===== config.mk =====
export PLATFORM = sky130hd
export DESIGN_NAME = flash_host_ctl
export DESIGN_NICKNAME = d
export VERILOG_FILES = /design/src/flash_ctl_pkg.sv /design/src/flash_bus_cycle.sv /design/src/flash_host_ctl.sv
export SDC_FILE = /design/constraint.sdc
export NUM_CORES = 1
export LEC_CHECK = 0
export ABC_CLOCK_PERIOD_IN_PS = 3400
export BUFFER_PORTS_ARGS = -buffer_cell sky130_fd_sc_hd__buf_2
export CORE_AREA = 2 2 98 100
export DETAILED_ROUTE_END_ITERATION = 12
export DIE_AREA = 0 0 100 102
export GPL_ROUTABILITY_DRIVEN = 0
export HOLD_SLACK_MARGIN = 0.15
export PLACE_DENSITY = 0.93
export SETUP_SLACK_MARGIN = 0.5
export SYNTH_ARGS = -nofsm -noshare
export SYNTH_HDL_FRONTEND = slang
export SYNTH_HIERARCHICAL = 1
export SYNTH_SLANG_ARGS = --single-unit

===== constraint.sdc =====
create_clock -name ref_clk_in -period 3.4 [get_ports ref_clk_in]
set_clock_uncertainty 0.1 [all_clocks]
set_input_delay 0.34 -clock ref_clk_in [delete_from_list [all_inputs] [get_ports ref_clk_in]]
set_output_delay 0.34 -clock ref_clk_in [all_outputs]
set_load 0.01 [all_outputs]

===== src/flash_ctl_pkg.sv =====
// Purpose: shared constants for the flash command controller
// Assumes: byte-wide flash with command writes and status polling
// Notes: command codes, status bit positions, pin timing counts
`default_nettype none
package flash_ctl_pkg;
  // ****************************************
  // command codes
  // ****************************************
  localparam logic [7:0] CMD_READ_ARRAY = 8'hFF;
  localparam logic [7:0] CMD_READ_ID = 8'h90;
  localparam logic [7:0] CMD_READ_STATUS = 8'h70;
  localparam logic [7:0] CMD_CLEAR_STATUS = 8'h50;
  localparam logic [7:0] CMD_ERASE_SETUP = 8'h20;
  localparam logic [7:0] CMD_CONFIRM = 8'hD0;
  localparam logic [7:0] CMD_PROGRAM_SETUP = 8'h40;
  localparam logic [7:0] CMD_PROGRAM_ALT = 8'h10;
  localparam logic [7:0] CMD_SUSPEND = 8'hB0;
  localparam logic [7:0] CMD_LOCK_SETUP = 8'h60;
  localparam logic [7:0] CMD_LOCK_BLOCK = 8'h01;
  localparam logic [7:0] CMD_LOCK_MASTER = 8'hF1;
  // ****************************************
  // identifier offsets and status bits
  // ****************************************
  localparam logic [23:0] ID_MAKER_ADDR = 24'h000000;
  localparam logic [23:0] ID_DEVICE_ADDR = 24'h000001;
  localparam logic [23:0] ID_BLOCK_LOCK_OFS = 24'h000002;
  localparam logic [23:0] ID_MASTER_ADDR = 24'h000003;
  localparam int ST_READY = 7;
  localparam int ST_ERASE_ERR = 5;
  localparam int ST_PROG_ERR = 4;
  localparam int ST_SUPPLY_LOW = 3;
  localparam int ST_LOCK_VIOL = 1;
  localparam int LOCK_BIT = 0;
  // ****************************************
  // bus timing
  // ****************************************
  localparam int CLK_MHZ = 100;
  localparam int STROBE_NS = 60;
  localparam int STROBE_CYC = (STROBE_NS * CLK_MHZ + 999) / 1000;
  localparam int CNT_W = 8;
  // operation kinds at the user port
  typedef enum logic [3:0] {
    OP_READ_ARRAY, OP_READ_ID, OP_READ_STATUS, OP_CLEAR_STATUS, OP_ERASE,
    OP_PROGRAM, OP_SUSPEND, OP_RESUME, OP_LOCK_BLOCK, OP_LOCK_MASTER,
    OP_CLEAR_LOCKS, OP_READ
  } op_t;
endpackage : flash_ctl_pkg
`default_nettype wire


===== src/flash_bus_cycle.sv =====
// Purpose: one asynchronous bus cycle, read or write, on the flash pins
// Assumes: strobes active low; data pins shared
// Notes: write data latched by the flash on the rising write strobe
`default_nettype none
module flash_bus_cycle
  import flash_ctl_pkg::*;
#(
  parameter int ADDR_W = 24
) (
  // clock and reset
  input wire logic ref_clk_in,
  input wire logic rst_in,
  // cycle request
  input wire logic start_in,
  input wire logic write_in,
  input wire logic [ADDR_W-1:0] addr_in,
  input wire logic [7:0] wdata_in,
  output logic done_out,
  output logic [7:0] rdata_out,
  // flash pins
  output logic [ADDR_W-1:0] addr_out,
  output logic chip_enable_n_out,
  output logic output_enable_n_out,
  output logic write_enable_n_out,
  output logic [7:0] dq_out,
  output logic dq_oe_out,
  input wire logic [7:0] dq_in
);
  typedef enum logic [1:0] {B_IDLE, B_STROBE, B_RELEASE} bstate_t;
  bstate_t st_q, st_d;
  logic [CNT_W-1:0] cnt_q, cnt_d;
  logic wr_q, wr_d;
  logic [ADDR_W-1:0] addr_q, addr_d;
  logic [7:0] wd_q, wd_d, rd_q, rd_d;
  logic [7:0] dq_s1_q, dq_s2_q;
  // ****************************************
  // data pin synchroniser
  // ****************************************
  always_ff @(posedge ref_clk_in or posedge rst_in) begin
    if (rst_in) begin
      dq_s1_q <= 8'h00;
      dq_s2_q <= 8'h00;
    end else begin
      dq_s1_q <= dq_in;
      dq_s2_q <= dq_s1_q;
    end
  end
  // ****************************************
  // cycle sequencer
  // ****************************************
  always_comb begin
    st_d = st_q;
    cnt_d = cnt_q;
    wr_d = wr_q;
    addr_d = addr_q;
    wd_d = wd_q;
    rd_d = rd_q;
    case (st_q)
      B_IDLE: begin
        if (start_in) begin
          st_d = B_STROBE;
          wr_d = write_in;
          addr_d = addr_in;
          wd_d = wdata_in;
          cnt_d = CNT_W'(STROBE_CYC + 2);
        end
      end
      B_STROBE: begin
        if (cnt_q == '0) begin
          st_d = B_RELEASE;
          rd_d = dq_s2_q; // sampled after strobe settle plus sync delay
        end else begin
          cnt_d = cnt_q - 1'b1;
        end
      end
      B_RELEASE: st_d = B_IDLE;
      default: st_d = B_IDLE;
    endcase
  end
  always_ff @(posedge ref_clk_in or posedge rst_in) begin
    if (rst_in) begin
      st_q <= B_IDLE;
      cnt_q <= '0;
      wr_q <= 1'b0;
      addr_q <= '0;
      wd_q <= 8'h00;
      rd_q <= 8'h00;
    end else begin
      st_q <= st_d;
      cnt_q <= cnt_d;
      wr_q <= wr_d;
      addr_q <= addr_d;
      wd_q <= wd_d;
      rd_q <= rd_d;
    end
  end
  // pin drive; each read drops the strobes so status relatches
  assign addr_out = addr_q;
  // select held through release so the write strobe rises first
  assign chip_enable_n_out = (st_q == B_IDLE);
  assign output_enable_n_out = !(st_q == B_STROBE && !wr_q);
  assign write_enable_n_out = !(st_q == B_STROBE && wr_q);
  assign dq_out = wd_q;
  assign dq_oe_out = wr_q && (st_q != B_IDLE);
  assign done_out = (st_q == B_RELEASE);
  assign rdata_out = rd_q;
endmodule : flash_bus_cycle
`default_nettype wire


===== src/flash_host_ctl.sv =====
// Purpose: host-side controller issuing command sequences to a byte-wide flash
// Assumes: user gives one operation at a time; flash pins asynchronous
// Notes: busy operations end when both ready_busy_n and the status ready bit show ready
//
// How it works
// - erase writes 20H then D0H both at block address
// - program writes 40H then address and byte
// - suspend B0H and resume D0H, single write, any address
// - block lock writes 60H then 01H within block
// - master lock writes 60H then F1H, needs override level
// - host waits on both ready_busy_n and status bit 7, then checks errors
`default_nettype none
module flash_host_ctl
  import flash_ctl_pkg::*;
#(
  parameter int ADDR_W = 24
) (
  // clock and reset
  input wire logic ref_clk_in,
  input wire logic rst_in,
  // user request
  input wire logic req_valid_in,
  input wire logic [3:0] req_op_in,
  input wire logic [ADDR_W-1:0] req_addr_in,
  input wire logic [7:0] req_data_in,
  input wire logic override_in,
  output logic req_ready_out,
  // user answer
  output logic done_out,
  output logic [7:0] rdata_out,
  output logic [7:0] status_out,
  output logic error_out,
  output logic refused_out,
  output logic suspended_out,
  // flash pins
  output logic [ADDR_W-1:0] addr_out,
  output logic chip_enable_n_out,
  output logic output_enable_n_out,
  output logic write_enable_n_out,
  output logic [7:0] dq_out,
  output logic dq_oe_out,
  input wire logic [7:0] dq_in,
  output logic reset_powerdown_n_out,
  output logic high_override_level_out,
  input wire logic ready_busy_n_in
);
  typedef enum logic [2:0] {S_IDLE, S_CYC1, S_CYC2, S_POLL, S_DONE} state_t;
  state_t st_q, st_d;
  op_t op_q, op_d;
  logic [ADDR_W-1:0] a_q, a_d;
  logic [7:0] d_q, d_d, rd_q, rd_d, stat_q, stat_d;
  logic err_q, err_d, ref_q, ref_d, susp_q, susp_d, busy_q, busy_d, ovr_q, ovr_d;
  logic rb_s1_q, rb_s2_q;
  logic cyc_start, cyc_write, cyc_done;
  logic [ADDR_W-1:0] cyc_addr;
  logic [7:0] cyc_wdata, cyc_rdata;
  // ****************************************
  // ready pin synchroniser
  // ****************************************
  always_ff @(posedge ref_clk_in or posedge rst_in) begin
    if (rst_in) begin
      rb_s1_q <= 1'b1;
      rb_s2_q <= 1'b1;
    end else begin
      rb_s1_q <= ready_busy_n_in;
      rb_s2_q <= rb_s1_q;
    end
  end
  // ****************************************
  // first-cycle code per operation
  // ****************************************
  function automatic logic [7:0] first_code(input op_t op);
    case (op)
      OP_READ_ARRAY: first_code = CMD_READ_ARRAY;
      OP_READ_ID: first_code = CMD_READ_ID;
      OP_READ_STATUS: first_code = CMD_READ_STATUS;
      OP_CLEAR_STATUS: first_code = CMD_CLEAR_STATUS;
      OP_ERASE: first_code = CMD_ERASE_SETUP;
      OP_PROGRAM: first_code = CMD_PROGRAM_SETUP;
      OP_SUSPEND: first_code = CMD_SUSPEND;
      OP_RESUME: first_code = CMD_CONFIRM;
      OP_LOCK_BLOCK, OP_LOCK_MASTER, OP_CLEAR_LOCKS: first_code = CMD_LOCK_SETUP;
      default: first_code = CMD_READ_ARRAY;
    endcase
  endfunction : first_code
  // second-cycle code for two-write sequences
  function automatic logic [7:0] second_code(input op_t op, input logic [7:0] d);
    case (op)
      OP_ERASE: second_code = CMD_CONFIRM;
      OP_PROGRAM: second_code = d;
      OP_LOCK_BLOCK: second_code = CMD_LOCK_BLOCK;
      OP_LOCK_MASTER: second_code = CMD_LOCK_MASTER;
      default: second_code = CMD_CONFIRM;
    endcase
  endfunction : second_code
  // ****************************************
  // sequencer
  // ****************************************
  always_comb begin
    st_d = st_q;
    op_d = op_q;
    a_d = a_q;
    d_d = d_q;
    rd_d = rd_q;
    stat_d = stat_q;
    err_d = err_q;
    ref_d = 1'b0;
    susp_d = susp_q;
    busy_d = busy_q;
    ovr_d = ovr_q;
    cyc_start = 1'b0;
    cyc_write = 1'b1;
    cyc_addr = a_q;
    cyc_wdata = first_code(op_q);
    case (st_q)
      S_IDLE: begin
        if (req_valid_in) begin
          op_d = op_t'(req_op_in);
          a_d = req_addr_in;
          d_d = req_data_in;
          ovr_d = override_in;
          if ((op_t'(req_op_in) == OP_READ_ARRAY && busy_q && !susp_q) ||
              (op_t'(req_op_in) == OP_CLEAR_STATUS && susp_q)) begin
            ref_d = 1'b1;
            st_d = S_DONE;
          end else begin
            st_d = S_CYC1;
          end
        end
      end
      S_CYC1: begin
        cyc_start = 1'b1;
        cyc_write = (op_q != OP_READ);
        if (cyc_done) begin
          cyc_start = 1'b0;
          rd_d = cyc_rdata;
          case (op_q)
            OP_ERASE, OP_PROGRAM, OP_LOCK_BLOCK, OP_LOCK_MASTER, OP_CLEAR_LOCKS:
              st_d = S_CYC2;
            OP_SUSPEND: begin
              susp_d = 1'b1;
              st_d = S_POLL;
            end
            OP_RESUME: begin
              susp_d = 1'b0;
              busy_d = 1'b1;
              st_d = S_POLL;
            end
            default: st_d = S_DONE;
          endcase
        end
      end
      S_CYC2: begin
        cyc_start = 1'b1;
        cyc_wdata = second_code(op_q, d_q);
        if (cyc_done) begin
          cyc_start = 1'b0;
          busy_d = 1'b1;
          st_d = S_POLL;
        end
      end
      S_POLL: begin
        // flash is in status mode, so plain reads return status
        cyc_start = 1'b1;
        cyc_write = 1'b0;
        if (cyc_done) begin
          cyc_start = 1'b0;
          stat_d = cyc_rdata;
          if (cyc_rdata[ST_READY] && rb_s2_q) begin
            busy_d = 1'b0;
            err_d = cyc_rdata[ST_ERASE_ERR] | cyc_rdata[ST_PROG_ERR] |
                    cyc_rdata[ST_SUPPLY_LOW] | cyc_rdata[ST_LOCK_VIOL];
            st_d = S_DONE;
          end
        end
      end
      S_DONE: st_d = S_IDLE;
      default: st_d = S_IDLE;
    endcase
  end
  always_ff @(posedge ref_clk_in or posedge rst_in) begin
    if (rst_in) begin
      st_q <= S_IDLE;
      op_q <= OP_READ_ARRAY;
      a_q <= '0;
      d_q <= 8'h00;
      rd_q <= 8'h00;
      stat_q <= 8'h80;
      err_q <= 1'b0;
      ref_q <= 1'b0;
      susp_q <= 1'b0;
      busy_q <= 1'b0;
      ovr_q <= 1'b0;
    end else begin
      st_q <= st_d;
      op_q <= op_d;
      a_q <= a_d;
      d_q <= d_d;
      rd_q <= rd_d;
      stat_q <= stat_d;
      err_q <= err_d;
      ref_q <= ref_d;
      susp_q <= susp_d;
      busy_q <= busy_d;
      ovr_q <= ovr_d;
    end
  end
  // ****************************************
  // bus cycle engine
  // ****************************************
  flash_bus_cycle #(.ADDR_W(ADDR_W)) u_cycle (
    .ref_clk_in(ref_clk_in),
    .rst_in(rst_in),
    .start_in(cyc_start),
    .write_in(cyc_write),
    .addr_in(cyc_addr),
    .wdata_in(cyc_wdata),
    .done_out(cyc_done),
    .rdata_out(cyc_rdata),
    .addr_out(addr_out),
    .chip_enable_n_out(chip_enable_n_out),
    .output_enable_n_out(output_enable_n_out),
    .write_enable_n_out(write_enable_n_out),
    .dq_out(dq_out),
    .dq_oe_out(dq_oe_out),
    .dq_in(dq_in)
  );
  // outputs; reset pin follows system reset, override held from the request
  assign req_ready_out = (st_q == S_IDLE);
  assign done_out = (st_q == S_DONE);
  assign rdata_out = rd_q;
  assign status_out = stat_q;
  assign error_out = err_q;
  assign refused_out = ref_q;
  assign suspended_out = susp_q;
  assign reset_powerdown_n_out = !rst_in;
  assign high_override_level_out = ovr_q;
endmodule : flash_host_ctl
`default_nettype wire


==> summary.md <==
| Metric | Value |
|---|---|
| Post-Place Setup Slack | `1.05 ns` |
| Required time worst endpoint | `3.75 ns` |
| Max-slew violation count | `0` |
| Status | `finished clean` |
| Site row count | `35` |
| Area grow syn2layout | `32.7%` |
| Die X | `100 um` |
| # IOs | `108` |
| Syn avg cell area | `11.7 um^2` |
| WL/cell | `20.6 um` |
| Htree depth | `4` |
| Area of the core | `0.00911 mm^2` |
| Worst hold path class | `in2async` |
| Largest area contributor in the netlist | `dfrtp_1` |
| Asr flop ratio synth | `100%` |
| ANT nets after route | `0` |
| Wire length on met2 | `7590 um` |
| Final wirelength | `15100 um` |
| Max-Slew Margin vs Limit | `40.1%` |
| R2R depth | `7` |
| Most frequent cell after synthesis | `dfrtp_1` |
| Top Layer Used | `met4` |
| Worst IR drop on VDD | `0.701 mV` |
| Post-layout min period | `2.60 ns` |
| CP Data Arrival Time | `2.95 ns` |
| First-pass GRT wire length | `24000 um` |
| Worst Path Class, Setup | `reg2reg` |
| Worst r2r src | `st_q[1]` |
| Hpwl dp | `7960 um` |
| Synth warn | `6` |
| TritonCTS clock tree | `built` |
| Setup Buffers After CTS | `0` |
| Drt first-iter violations | `650` |
| Total power | `6.93 mW` |
| CTS resizes | `0` |
| Vias in the first global route | `4553` |
| M1 WL | `5420 um` |
| CP peak stage delay | `0.69 ns` |
| Peak Freq | `0.384 GHz` |
| Top-area cell type share of the netlist area | `59.8%` |
| RSZ-0062 raised after global routing | `false` |
| Distinct cells, synth | `57` |
| Largest net degree at the start of global routing | `39` |
| Power Dens Cells | `991 mW/mm^2` |
| Fin crit share | `76.6%` |
| Startpoint Class | `flip-flop` |
| Sequential fraction of the synthesis area | `61.3%` |
| Synth Register Bits | `129` |
| CTS buffer count | `17` |
| Hold Vio Cnt, Final | `0` |
| WL met3 | `1230 um` |
| Final hold slack | `0.221 ns` |
| Initial antenna violation count | `0` |
| CTS Sinks | `129` |
| R2R Setup Slk | `0.80 ns` |
| Syn Nets | `503` |
| PortBufs | `107` |
| Initial core utilization | `57.9%` |
| Synth top cells by count | `dfrtp_1, nand2_1, mux2_2` |
| Number of synthesized flops with an enable pin | `0` |
| Setup TNS | `0 ns` |
| Height of the die | `102 um` |
| Post-layout net count | `662` |
| Vias | `4427` |
| Crit-path most repeated cell | `nand2_1` |
| TritonRoute pass-1 iters | `8` |
| Post-Syn Area | `0.00527 mm^2` |
| Worst-path maximum fanout | `24` |
| GR Util All Layers | `31.5%` |
| Post-CTS Hold Fix Bufs | `49` |
| Residual DRC | `0` |
| Leakage | `3.43 nW` |
| Max Root-Sink Buffers | `2` |
| Worst-path cell chain | `nor2_1 > nor3_1 > inv_1 > nor3_4 > buf_4 > nand2_1 > nand2_1` |
| Top cells by area, synth | `dfrtp_1, mux2_2, nand2_1, dfstp_2, nor2_1` |
| Gr ovfl total | `0` |
| Endpoint class of the critical path | `flip-flop` |
| Reg2reg end | `u_cycle/addr_out[13]` |
| Worst slew pin tran | `0.899 ns` |
| Final setup fails | `0` |
| Avg Vias per Cell | `6.03` |
| Die Area | `0.0102 mm^2` |
| Max-cap violations | `0` |
| Setup ws final | `0.797 ns` |
| Slowest CP cell | `nor3_4` |
| Clock Tree Root | `clkbuf_8` |
| Layout cell share with drive strength beyond 1 | `35.2%` |
| Ys flop type | `dfrtp_1` |
| Final std cells w/o fill | `734` |
| Placed insts | `653` |
| Gate Count Post-Synth | `451` |
| Clock Latency Late Sink | `0.52 ns` |
| Clock transition at path regs | `0.06 ns` |
-- critical path: cells and delay by family (launching register included) --
kind | cells | cell delay (ns)
buffers and inverters | 2 | 0.52
flip-flops | 1 | 0.66
AND/OR/NAND/NOR | 5 | 1.23
-- stage by stage --
step	utilization [%]	area, um^2
6_report	76.8	7000
5_1_grt	76.8	6990
4_1_cts	76.8	6990
3_5_place_dp	64.7	5890
3_3_place_gp	64.7	5890
2_1_floorplan	-	5270
-- layout make-up --
class / instances / area (um^2)
clock buffers: 20 / 425
well taps: 111 / 139
multi-input cells: 288 / 1890
diodes: 1 / 2.50
flip-flops and latches: 129 / 3230
inverters: 12 / 45.0
repair buffers: 162 / 1070
clock inverters: 11 / 188
fillers: 530 / 2110
-- layout by cell type, fill, tap and decap left out, drive strengths merged, types with 4 or more instances in the layout --
cell type / count
a21o: 4
a21oi: 8
buf: 113
bufinv: 5
clkbuf: 20
clkinv: 6
dfrtp: 126
dlygate4sd3: 49
inv: 12
mux2: 60
nand2: 112
nand2b: 6
nand3: 5
nor2: 18
nor2b: 4
nor3: 5
o21ai: 11
o31ai: 4
-- routing by layer --
layer	vias up	GRT usage, %
met2	337	52.9
met3	92	7.52
met4	0	19.0
met1	2148	37.4
li1	1850	-
met5	-	0
-- worst max-delay path by stage --
| stage | startpoint | to | slack, ns | depth (start not counted) |
|---|---|---|---|---|
| global route | st_q[1] | u_cycle/addr_out[11] | 0.70 | 7 |
| detailed placement | st_q[1] | a_q[22] | 1.05 | 3 |
| floorplan | rst_in | u_cycle/addr_out[0] | 1.28 | 1 |
| CTS | st_q[1] | op_q[3] | 0.97 | 3 |
| finish | st_q[1] | u_cycle/addr_out[13] | 0.80 | 7 |
| global placement | st_q[1] | a_q[22] | 1.13 | 3 |
-- where the power goes --
| group | internal, mW | switching, mW |
|---|---|---|
| clock | 1.26 | 0.668 |
| sequential | 2.15 | 0.542 |
| combinational | 1.00 | 1.31 |
| total | 4.41 | 2.52 |
-- logic make-up (layout without fill, tap and decap cells) --
logic type                 after synthesis  in the layout  synth area share (%)
buffers and inverters                   34            205                  2.90
muxes                                   62             62                  13.2
other                                    0              1                     0
and+or+nand+nor                        174            174                  15.4
DFF                                    129            129                  61.3
AOI/OAI and AO/OA                       47             47                  6.12
xor gates and xnor gates                 2              2                 0.332
adders and majority gates                3              3                 0.712
Power figures use the tool's default switching activity.
